$ cat src/rtl/tpa_consts.svh
// Purpose: offsets, field positions, reset values and counts of the transmit front end
// Assumes: included by its bare name from the design file
// Notes:   byte addresses on the register bus, one aligned 32-bit word each
//
// Summary of operation
// - capture eight data, two control bits
// - bypass: control bits are char bits 9:8
// - upper mode not low enables encoder
// - encoder on and lower mode not high captures special select
// - synchronous reference clocking bypasses align buffer
// - other clocking or double rate uses buffer
// - reset taken after two low reference edges
// - reset release centres buffer on phase
// - buffer reset pin synchronised before use
// - drift within half the buffer depth tolerated
// - skew overrun holds error until reset or recentring
// - error sends continuous violation characters
// - word sync in middle mode recentres
// - recentring may add or drop characters
// - mode selects are three-level, nine modes
// - error output also reports parity errors
`ifndef TPA_CONSTS_SVH
`define TPA_CONSTS_SVH

`define TPA_OFS_CTRL       8'h00
`define TPA_OFS_STATUS     8'h04
`define TPA_OFS_IRQ_STAT   8'h08
`define TPA_OFS_IRQ_MASK   8'h0C

`define TPA_CTRL_FORCE_RST 0
`define TPA_CTRL_PAR_OFF   1
`define TPA_CTRL_RESET     2'b00

`define TPA_IRQ_PHASE      0
`define TPA_IRQ_PARITY     1
`define TPA_IRQ_RECENTER   2
`define TPA_IRQ_RESET      3'b000

`define TPA_RST_EDGES      2'd2
`define TPA_VIOLATION_CHAR 10'b10_0111_1000
`define TPA_WORD_SYNC_CT   2'b11

`endif

$ cat src/rtl/tpa_pkg.sv
// Purpose: types of the transmit front end
// Assumes: nothing
// Notes:   pin levels of three-level inputs arrive pre-decoded as two bits
package tpa_pkg;

  typedef enum logic [1:0] {
    TPA_LVL_LOW  = 2'b00,
    TPA_LVL_MID  = 2'b01,
    TPA_LVL_HIGH = 2'b10
  } tpa_level_t;

  typedef enum logic [2:0] {
    TPA_ST_RESET = 3'b001,
    TPA_ST_RUN   = 3'b010,
    TPA_ST_FAIL  = 3'b100
  } tpa_state_t;

endpackage

$ cat src/rtl/tpa_tx_front.sv
// Purpose: transmit input register, phase-align buffer and error reporting
// Assumes: aclk much faster than reference and input clocks, both sampled as pins
// Notes:   registers over AXI4-Lite; characters leave on reference clock rising edges
//
// Decided for this implementation: register access over AXI4-Lite and the register addresses.
`timescale 1ns/100ps
`include "tpa_consts.svh"

module tpa_tx_front
  import tpa_pkg::*;
#(
  parameter int DEPTH_LOG2 = 2
) (
  // clock, reset, enable
  input  wire logic        aclk,
  input  wire logic        aresetn,
  input  wire logic        clk_en,
  // pins from the host
  input  wire logic        reference_clock,
  input  wire logic        tx_input_clock,
  input  wire logic [7:0]  tx_data_in,
  input  wire logic [1:0]  tx_control_bits,
  input  wire logic        special_char_select,
  input  wire logic        tx_parity_in,
  input  wire logic [1:0]  parity_mode_select,
  input  wire logic [1:0]  transmit_mode_select_hi,
  input  wire logic [1:0]  transmit_mode_select_lo,
  input  wire logic [1:0]  input_clock_select,
  input  wire logic        input_rate_select,
  input  wire logic        align_buffer_reset_n,
  // toward encoder and serializer
  output logic [9:0]       tx_char_out,
  output logic [1:0]       tx_char_ctrl,
  output logic             tx_char_special_sel,
  output logic             tx_char_violation,
  output logic             tx_char_valid,
  output logic             encoder_enable,
  output logic [3:0]       transmit_mode_index,
  output logic             tx_error_flag,
  output logic             irq,
  // axi4-lite slave
  input  wire logic [7:0]  s_axi_awaddr,
  input  wire logic        s_axi_awvalid,
  output logic             s_axi_awready,
  input  wire logic [31:0] s_axi_wdata,
  input  wire logic [3:0]  s_axi_wstrb,
  input  wire logic        s_axi_wvalid,
  output logic             s_axi_wready,
  output logic [1:0]       s_axi_bresp,
  output logic             s_axi_bvalid,
  input  wire logic        s_axi_bready,
  input  wire logic [7:0]  s_axi_araddr,
  input  wire logic        s_axi_arvalid,
  output logic             s_axi_arready,
  output logic [31:0]      s_axi_rdata,
  output logic [1:0]       s_axi_rresp,
  output logic             s_axi_rvalid,
  input  wire logic        s_axi_rready
);

  localparam int DEPTH = 1 << DEPTH_LOG2;
  localparam int PW    = DEPTH_LOG2 + 1;
  localparam int SW    = 24;

  // odd parity over the selected bits, result must be one
  function automatic logic parity_ok(input logic [11:0] e, input logic [1:0] pm, input logic enc);
    logic x;
    x = ^{e[7:0], e[11]};
    if (pm == TPA_LVL_HIGH || (pm == TPA_LVL_MID && !enc)) begin
      x = x ^ (^e[9:8]);
    end
    return (pm == TPA_LVL_LOW) ? 1'b1 : x;
  endfunction

  // three-level pin code to 0..2
  function automatic logic [3:0] lvl_num(input logic [1:0] l);
    return (l == TPA_LVL_HIGH) ? 4'h2 : ((l == TPA_LVL_MID) ? 4'h1 : 4'h0);
  endfunction

  // ---------------- pin synchronisers ----------------
  logic [SW-1:0] sy1_r;
  logic [SW-1:0] sy2_r;
  logic [SW-1:0] sy_nxt;
  logic          ref_d_r;
  logic          in_d_r;
  logic          ref_nxt;
  logic          in_nxt;

  always_comb begin
    sy_nxt  = {reference_clock, tx_input_clock, tx_data_in, tx_control_bits, special_char_select,
               tx_parity_in, parity_mode_select, transmit_mode_select_hi, transmit_mode_select_lo,
               input_clock_select, input_rate_select, align_buffer_reset_n};
    ref_nxt = sy2_r[23];
    in_nxt  = sy2_r[22];
  end

  always_ff @(posedge aclk) begin
    if (!aresetn) begin
      sy1_r   <= '0;
      sy2_r   <= '0;
      ref_d_r <= 1'b0;
      in_d_r  <= 1'b0;
    end else if (clk_en) begin
      sy1_r   <= sy_nxt;
      sy2_r   <= sy1_r;
      ref_d_r <= ref_nxt;
      in_d_r  <= in_nxt;
    end
  end

  logic       ref_s;
  logic       in_s;
  logic [7:0] d_s;
  logic [1:0] ct_s;
  logic       sc_s;
  logic       op_s;
  logic [1:0] pm_s;
  logic [1:0] mhi_s;
  logic [1:0] mlo_s;
  logic [1:0] cks_s;
  logic       rate_s;
  logic       brst_n_s;
  assign {ref_s, in_s, d_s, ct_s, sc_s, op_s, pm_s, mhi_s, mlo_s, cks_s, rate_s, brst_n_s} = sy2_r;

  // ---------------- mode decode ----------------
  logic ref_rise;
  logic ref_fall;
  logic in_rise;
  logic in_fall;
  logic enc_on;
  logic bypass;
  logic cap_evt;
  logic [11:0] cap_ent;

  assign ref_rise = ref_s & ~ref_d_r;
  assign ref_fall = ~ref_s & ref_d_r;
  assign in_rise  = in_s & ~in_d_r;
  assign in_fall  = ~in_s & in_d_r;
  assign enc_on   = (mhi_s != TPA_LVL_LOW);
  assign bypass   = (cks_s == TPA_LVL_LOW) && !rate_s;
  // reference clock when selected, else uncontrolled input clock; double rate takes both edges
  assign cap_evt  = (cks_s == TPA_LVL_LOW) ? (ref_rise | (rate_s & ref_fall))
                                           : (in_rise | (rate_s & in_fall));
  // entry {parity, special select, control, data}
  assign cap_ent  = {op_s, (enc_on && mlo_s != TPA_LVL_HIGH) ? sc_s : 1'b0, ct_s, d_s};

  // ---------------- buffer reset and phase state ----------------
  logic [11:0]   mem_r [DEPTH];
  tpa_state_t    st_r;
  tpa_state_t    st_nxt;
  logic [PW-1:0] wp_r;
  logic [PW-1:0] wp_nxt;
  logic [PW-1:0] rp_r;
  logic [PW-1:0] rp_nxt;
  logic [1:0]    lowc_r;
  logic [1:0]    lowc_nxt;
  logic [PW-1:0] occ;
  logic [11:0]   rd_ent;
  logic          ev_phase;
  logic          ev_recenter;
  logic [1:0]    ctrl_r;

  assign occ    = wp_r - rp_r;
  assign rd_ent = mem_r[rp_r[DEPTH_LOG2-1:0]];

  always_comb begin
    st_nxt      = st_r;
    wp_nxt      = wp_r;
    rp_nxt      = rp_r;
    lowc_nxt    = lowc_r;
    ev_phase    = 1'b0;
    ev_recenter = 1'b0;
    if (ref_rise) begin
      // reset counts only after two consecutive low samples on reference edges
      lowc_nxt = (!brst_n_s || ctrl_r[`TPA_CTRL_FORCE_RST]) ?
                 ((lowc_r == `TPA_RST_EDGES) ? lowc_r : lowc_r + 2'd1) : 2'd0;
    end
    case (st_r)
      TPA_ST_RESET: begin
        // half-full on release: the present phase becomes the centre
        wp_nxt = PW'(DEPTH / 2);
        rp_nxt = '0;
        if (lowc_r != `TPA_RST_EDGES && !bypass) begin
          st_nxt = TPA_ST_RUN;
        end
      end
      TPA_ST_RUN: begin
        if (cap_evt) begin
          wp_nxt = wp_r + PW'(1);
        end
        if (ref_rise) begin
          rp_nxt = rp_r + PW'(1);
        end
        // half a buffer of slack each way before an overrun shows
        if ((cap_evt && !ref_rise && occ == PW'(DEPTH)) ||
            (ref_rise && !cap_evt && occ == '0)) begin
          st_nxt   = TPA_ST_FAIL;
          ev_phase = 1'b1;
          wp_nxt   = wp_r;
          rp_nxt   = rp_r;
        end
      end
      TPA_ST_FAIL: begin
        if (cap_evt) begin
          wp_nxt = wp_r + PW'(1);
        end
        if (ref_rise) begin
          rp_nxt = rp_r + PW'(1);
          // a word sync read out re-centres; entries in between are skipped or repeated
          if (mhi_s == TPA_LVL_MID && rd_ent[9:8] == `TPA_WORD_SYNC_CT) begin
            rp_nxt      = wp_nxt - PW'(DEPTH / 2);
            st_nxt      = TPA_ST_RUN;
            ev_recenter = 1'b1;
          end
        end
      end
      default: st_nxt = TPA_ST_RESET;
    endcase
    // buffer reset wins over overrun and recentring in the same cycle
    if (lowc_r == `TPA_RST_EDGES) begin
      st_nxt = TPA_ST_RESET;
      wp_nxt = PW'(DEPTH / 2);
      rp_nxt = '0;
    end
    if (bypass) begin
      st_nxt = TPA_ST_RESET;
    end
  end

  always_ff @(posedge aclk) begin
    if (!aresetn) begin
      st_r   <= TPA_ST_RESET;
      wp_r   <= '0;
      rp_r   <= '0;
      lowc_r <= '0;
    end else if (clk_en) begin
      st_r   <= st_nxt;
      wp_r   <= wp_nxt;
      rp_r   <= rp_nxt;
      lowc_r <= lowc_nxt;
    end
  end

  // storage has no reset: contents are only read between the pointers
  always_ff @(posedge aclk) begin
    if (clk_en && cap_evt && !bypass) begin
      mem_r[wp_r[DEPTH_LOG2-1:0]] <= cap_ent;
    end
  end

  // ---------------- character output ----------------
  logic [11:0] src_ent;
  logic        par_bad;
  logic        ev_parity;
  logic [9:0]  ch_nxt;
  logic [1:0]  ct_nxt;
  logic        sel_nxt;
  logic        viol_nxt;
  logic        val_nxt;
  logic        perr_r;
  logic        perr_nxt;

  always_comb begin
    src_ent  = bypass ? cap_ent : rd_ent;
    par_bad  = !ctrl_r[`TPA_CTRL_PAR_OFF] && !parity_ok(src_ent, pm_s, enc_on);
    ev_parity = 1'b0;
    ch_nxt   = tx_char_out;
    ct_nxt   = tx_char_ctrl;
    sel_nxt  = tx_char_special_sel;
    viol_nxt = tx_char_violation;
    val_nxt  = 1'b0;
    perr_nxt = perr_r;
    if (ref_rise) begin
      val_nxt   = 1'b1;
      ev_parity = par_bad;
      perr_nxt  = par_bad;
      ch_nxt    = src_ent[9:0];
      ct_nxt    = src_ent[9:8];
      sel_nxt   = src_ent[10];
      viol_nxt  = par_bad || st_r != TPA_ST_RUN && !bypass;
      if (viol_nxt) begin
        ch_nxt = `TPA_VIOLATION_CHAR;
      end
    end
  end

  always_ff @(posedge aclk) begin
    if (!aresetn) begin
      tx_char_out         <= '0;
      tx_char_ctrl        <= '0;
      tx_char_special_sel <= 1'b0;
      tx_char_violation   <= 1'b0;
      tx_char_valid       <= 1'b0;
      perr_r              <= 1'b0;
    end else if (clk_en) begin
      tx_char_out         <= ch_nxt;
      tx_char_ctrl        <= ct_nxt;
      tx_char_special_sel <= sel_nxt;
      tx_char_violation   <= viol_nxt;
      tx_char_valid       <= val_nxt;
      perr_r              <= perr_nxt;
    end
  end

  assign encoder_enable      = enc_on;
  assign transmit_mode_index = 4'(lvl_num(mhi_s) * 4'd3 + lvl_num(mlo_s));
  assign tx_error_flag       = (st_r == TPA_ST_FAIL) || perr_r;

  // ---------------- register bus and interrupts ----------------
  logic        aw_got_r;
  logic        w_got_r;
  logic [7:0]  awa_r;
  logic [31:0] wd_r;
  logic [3:0]  ws_r;
  logic [2:0]  ist_r;
  logic [2:0]  imask_r;
  logic        bval_r;
  logic [1:0]  bresp_r;
  logic        rval_r;
  logic [31:0] rdat_r;
  logic [1:0]  rresp_r;
  logic        aw_got_nxt;
  logic        w_got_nxt;
  logic [7:0]  awa_nxt;
  logic [31:0] wd_nxt;
  logic [3:0]  ws_nxt;
  logic [1:0]  ctrl_nxt;
  logic [2:0]  ist_nxt;
  logic [2:0]  imask_nxt;
  logic        bval_nxt;
  logic [1:0]  bresp_nxt;
  logic        rval_nxt;
  logic [31:0] rdat_nxt;
  logic [1:0]  rresp_nxt;

  assign s_axi_awready = !aw_got_r;
  assign s_axi_wready  = !w_got_r;
  assign s_axi_bvalid  = bval_r;
  assign s_axi_bresp   = bresp_r;
  assign s_axi_arready = !rval_r;
  assign s_axi_rvalid  = rval_r;
  assign s_axi_rdata   = rdat_r;
  assign s_axi_rresp   = rresp_r;
  assign irq           = |(ist_r & imask_r);

  always_comb begin
    aw_got_nxt = aw_got_r;
    w_got_nxt  = w_got_r;
    awa_nxt    = awa_r;
    wd_nxt     = wd_r;
    ws_nxt     = ws_r;
    ctrl_nxt   = ctrl_r;
    ist_nxt    = ist_r;
    imask_nxt  = imask_r;
    bval_nxt   = bval_r;
    bresp_nxt  = bresp_r;
    rval_nxt   = rval_r;
    rdat_nxt   = rdat_r;
    rresp_nxt  = rresp_r;
    if (s_axi_awvalid && !aw_got_r) begin
      aw_got_nxt = 1'b1;
      awa_nxt    = s_axi_awaddr;
    end
    if (s_axi_wvalid && !w_got_r) begin
      w_got_nxt = 1'b1;
      wd_nxt    = s_axi_wdata;
      ws_nxt    = s_axi_wstrb;
    end
    if (bval_r && s_axi_bready) begin
      bval_nxt = 1'b0;
    end
    if (aw_got_r && w_got_r && !bval_r) begin
      aw_got_nxt = 1'b0;
      w_got_nxt  = 1'b0;
      bval_nxt   = 1'b1;
      bresp_nxt  = 2'b00;
      case ({awa_r[7:2], 2'b00})
        `TPA_OFS_CTRL: begin
          if (ws_r[0]) begin
            ctrl_nxt = wd_r[1:0];
          end
        end
        `TPA_OFS_IRQ_MASK: begin
          if (ws_r[0]) begin
            imask_nxt = wd_r[2:0];
          end
        end
        `TPA_OFS_STATUS, `TPA_OFS_IRQ_STAT: bresp_nxt = 2'b00;
        default: bresp_nxt = 2'b10;
      endcase
    end
    if (rval_r && s_axi_rready) begin
      rval_nxt = 1'b0;
    end
    if (s_axi_arvalid && !rval_r) begin
      rval_nxt  = 1'b1;
      rresp_nxt = 2'b00;
      case ({s_axi_araddr[7:2], 2'b00})
        `TPA_OFS_CTRL:     rdat_nxt = {30'h0, ctrl_r};
        `TPA_OFS_STATUS:   rdat_nxt = {16'h0, transmit_mode_index, 1'b0, bypass, enc_on, tx_error_flag,
                                       5'(occ), st_r};
        `TPA_OFS_IRQ_STAT: begin
          rdat_nxt = {29'h0, ist_r};
          ist_nxt  = 3'b000;
        end
        `TPA_OFS_IRQ_MASK: rdat_nxt = {29'h0, imask_r};
        default: begin
          rdat_nxt  = 32'h0000_0000;
          rresp_nxt = 2'b10;
        end
      endcase
    end
    // events set after any read-clear so a same-cycle event survives
    if (clk_en) begin
      ist_nxt = ist_nxt | {ev_recenter, ev_parity, ev_phase};
    end
  end

  always_ff @(posedge aclk) begin
    if (!aresetn) begin
      aw_got_r <= 1'b0;
      w_got_r  <= 1'b0;
      awa_r    <= '0;
      wd_r     <= '0;
      ws_r     <= '0;
      ctrl_r   <= `TPA_CTRL_RESET;
      ist_r    <= `TPA_IRQ_RESET;
      imask_r  <= `TPA_IRQ_RESET;
      bval_r   <= 1'b0;
      bresp_r  <= 2'b00;
      rval_r   <= 1'b0;
      rdat_r   <= '0;
      rresp_r  <= 2'b00;
    end else if (clk_en) begin
      aw_got_r <= aw_got_nxt;
      w_got_r  <= w_got_nxt;
      awa_r    <= awa_nxt;
      wd_r     <= wd_nxt;
      ws_r     <= ws_nxt;
      ctrl_r   <= ctrl_nxt;
      ist_r    <= ist_nxt;
      imask_r  <= imask_nxt;
      bval_r   <= bval_nxt;
      bresp_r  <= bresp_nxt;
      rval_r   <= rval_nxt;
      rdat_r   <= rdat_nxt;
      rresp_r  <= rresp_nxt;
    end
  end

endmodule

$ cat config.mk
export PLATFORM = sky130hd
export DESIGN_NAME = tpa_tx_front
export DESIGN_NICKNAME = d
export VERILOG_FILES = /design/src/rtl/tpa_pkg.sv /design/src/rtl/tpa_tx_front.sv
export VERILOG_INCLUDE_DIRS = /design/src /design/src/rtl
export SDC_FILE = /design/constraint.sdc
export NUM_CORES = 1
export LEC_CHECK = 0
export ABC_CLOCK_PERIOD_IN_PS = 3800
export BUFFER_PORTS_ARGS = -buffer_cell sky130_fd_sc_hd__buf_2
export CORE_ASPECT_RATIO = 0.7
export CORE_MARGIN = 10
export CORE_UTILIZATION = 50
export CTS_CLUSTER_DIAMETER = 200
export DETAILED_ROUTE_END_ITERATION = 8
export PLACE_DENSITY_LB_ADDON = 0.1
export RECOVER_POWER = 100
export REMOVE_ABC_BUFFERS = 1
export SYNTH_ARGS = -nofsm -noshare
export SYNTH_HDL_FRONTEND = slang
export SYNTH_SLANG_ARGS = --single-unit
$ cat constraint.sdc
create_clock -name aclk -period 3.8 [get_ports aclk]
set_clock_uncertainty 0.2 [all_clocks]
set_input_delay 0.38 -clock aclk [delete_from_list [all_inputs] [get_ports aclk]]
set_output_delay 0.38 -clock aclk [all_outputs]
set_load 0.02 [all_outputs]
==> flow_summary.json <==
{
  "cp_num_buf_inv": 2,
  "whs_path_depth": 3,
  "die_h_um": 122,
  "tightestPinTransition_ns": 2.46,
  "synth-compound-area-share": 0.0894,
  "cts_resized": 0,
  "cts_root_buf": "clkbuf_16",
  "drc_errors": 0,
  "synth-xor-area-share": 0.0395,
  "dp_hpwl_mm": 12.0,
  "worstSetupStartpointType": "flop",
  "syn_area_um2": 7400,
  "synth_top_family_by_area": "multiplexers",
  "fin_crit_ns": 3.50,
  "synth_adder_area_share": 0.0274,
  "crit_family": "compound AO/OA/AOI/OAI gates",
  "overflow": 0,
  "cp.required_ns": 3.90,
  "synth_largest_area_cell": "dfxtp_1",
  "ys_types": 60,
  "cts_tree": "built",
  "synthMuxAreaShare": 0.145,
  "synth-simple-area-share": 0.141,
  "initial_utilization": 0.508,
  "hold_ws_ns": 0.0178,
  "setup_tns_ns": 0,
  "min-delay-start": "s_axi_wdata[2]",
  "crit_chain": "inv_1, ha_1, inv_1, fa_1, xor2_1, xnor2_1, or3_1, a211o_1, a211oi_1, nor2_1, o211a_1",
  "clock_latency_ns": 0.42,
  "rr_worst_depth": 11,
  "max_freq_mhz": 286,
  "wl_per_cell_um": 17.6,
  "fin_area_um2": 8450,
  "first_global_vias": 5025,
  "report.final.hold_viol_count": 0,
  "clkTransAtPathRegs_ns": 0.06,
  "n_antenna_cell": 0,
  "grt_usage": 0.164,
  "vias": 5005,
  "placementRows": 37,
  "fillers": 1242,
  "synth-async-reset-ratio": 0,
  "ys_seq_area_frac": 0.508,
  "maxSlewViolCount": 62,
  "ys.warnings.count": 0,
  "r2r-start": "wp_r[0]$_SDFFE_PN0P_",
  "ys_ff_latch": 164,
  "cts_max_path_buffers": 2,
  "slew_headroom": -0.640,
  "final_nets": 838,
  "avgSynthCellArea_um2": 11.3,
  "total_power_mw": 3.77,
  "worstHoldEndpoint": "wd_r[2]$_SDFFE_PN0P_",
  "ys_top_cells_by_area": "dfxtp_1 31%, edfxtp_1 19%, mux2i_1 9.2%",
  "rsz0062_at_grt": "no",
  "port_buffers": 89,
  "powerDensity_nw_per_um2": 446,
  "die-area_um2": 20200,
  "synth_most_common_cell": "dfxtp_1",
  "drtIter0Drc": 335,
  "vdd_drop_max_mv": 0.255,
  "synth-edff-count": 48,
  "cp_common_cell": "inv_1",
  "power.leakage_nw": 3.29,
  "gp_congestion": 0.821,
  "multiInputGateArea_um2": 3350,
  "yosys_most_used_dff": "dfxtp_1",
  "violations": "max-capacitance violations, max-slew violations",
  "dp_cells": 913,
  "critPathCaptureType": "flop",
  "core_um2": 14600,
  "postPlaceCellArea_um2": 7950,
  "yosysTopAreaCellShare": 0.314,
  "worst-path-max-fanout": 6,
  "grt_max_degree": 48,
  "path_class": "reg2reg",
  "boundaryPins": 147,
  "critPathSlowestCell": "a211oi_1",
  "first_pass_iters": 5,
  "setup_violations": 0,
  "synth_commonest_cells": "116 x dfxtp_1, 86 x nor2b_1, 68 x mux2i_1",
  "antenna_found_initial": 0,
  "h-tree-depth": 4,
  "critPathMaxStageDelay_ns": 0.71,
  "layout-drive-gt1-share": 0.142,
  "syn_to_final_growth_pct": 14.1,
  "holdCritPathClass": "in2reg",
  "r2r_slack_ns": 0.30,
  "arrival_ns": 3.60,
  "seqCellArea_um2": 3760,
  "instances_no_fill": 947,
  "vias_per_cell": 5.29,
  "maxCapViolCount": 2,
  "routed_wl_mm": 16.7,
  "finalCritPeriodShare": 0.920,
  "r2r_end": "wp_r[1]$_SDFFE_PN0P_",
  "netlist_instances": 653,
  "grt_pass1_wl_mm": 26.0,
  "cts_buffers": 17,
  "status": "complete, but fails checks",
  "die-width_um": 165,
  "drtAntennaViolNets": 0,
  "cts_sinks": 164
}
==> state kept, by name, summed over array words and instances (netlist names), 2 cells and up, named ones only <==
name	flops
s_axi_rdata	13
st_r	3
tx_char_ctrl	2
ctrl_r	2
awa_r	6
imask_r	3
wd_r	3
rp_r	3
sy2_r	24
wp_r	3
lowc_r	2
sy1_r	24
mem_r	48
ist_r	3
tx_char_out	10
==> stage by stage <==
stage | setup slack [ns] | utilization
floorplan | 0.701 | -
global placement | 0.511 | 0.545
detailed placement | 0.373 | 0.545
CTS | 0.334 | 0.585
global route | 0.132 | 0.580
finish | 0.303 | 0.580
==> timing repair <==
item | in CTS | in global routing
setup buffers | 0 | 0
hold endpoints to repair | 2 | 0
hold buffers | 2 | 0
==> worst reg2reg max path, stage by stage, from the launching register on <==
cell      delay, ns
dfxtp_1        0.37
inv_1          0.13
ha_1           0.15
inv_1          0.05
fa_1           0.37
xor2_1         0.16
xnor2_1        0.17
or3_1          0.33
a211o_1        0.34
a211oi_1       0.71
nor2_1         0.17
o211a_1        0.25
==> cell families after synthesis <==
logic type                 count (synthesis)
and+or+nand+nor                          189
DFF                                      164
AOI/OAI and AO/OA                         96
muxes                                     86
buffers and inverters                     71
xor gates and xnor gates                  31
adders and majority gates                 15
other                                      1
==> routing by layer <==
layer | track usage | share of wire
met4 | 0.0487 | 0.010
met1 | 0.221 | 0.47
met5 | 0 | 0
met2 | 0.258 | 0.46
met3 | 0.0384 | 0.060
==> area by class of cell <==
cell class                      instances  area share
Multi-Input combinational cell        438       0.397
Clock buffer                           21      0.0533
Timing Repair Buffer                  101      0.0558
Tap cell                              195      0.0289
Inverter                               17     0.00755
Clock inverter                         11      0.0124
Sequential cell                       164       0.445
==> cell usage in the layout, fill, tap and decap left out, types with 5 or more instances in the layout <==
cell type and instances:
a32o_1 5, mux2i_1 68, nor2_1 25, a21oi_1 19
clkbuf_1 50, dfxtp_1 116, nand2_1 33, buf_4 6
buf_2 46, nor2b_1 86, mux4_2 17, a21boi_0 5
nand2b_1 8, edfxtp_1 48, conb_1 21, clkbuf_16 17
o21ai_0 18, a31oi_1 5, ha_1 13, a22oi_1 16
o22ai_1 6, xnor2_1 13, nand3_1 10, inv_1 17
and2_0 5, xor2_1 16
==> report_power, final <==
| part | total [mW] | leakage (nW) | internal [mW] | switching [mW] |
|---|---|---|---|---|
| logic | 0.294 | 1.64 | 0.124 | 0.170 |
| clock network | 1.61 | 0.272 | 0.924 | 0.687 |
| registers | 1.87 | 1.38 | 1.84 | 0.0317 |
==> worst max-delay path by stage <==
stage / startpoint / to / cells after the start
after global placement: wp_r[0]$_SDFFE_PN0P_ / flop / 11
after detailed placement: wp_r[0]$_SDFFE_PN0P_ / wp_r[1]$_SDFFE_PN0P_ / 11
after floorplan: flop / tx_char_out[0]$_SDFFE_PN0P_ / 7
after CTS: wp_r[0]$_SDFFE_PN0P_ / wp_r[1]$_SDFFE_PN0P_ / 11
after global routing: wp_r[0]$_SDFFE_PN0P_ / flop / 11
final: wp_r[0]$_SDFFE_PN0P_ / wp_r[1]$_SDFFE_PN0P_ / 11
Power figures use the tool's default switching activity.
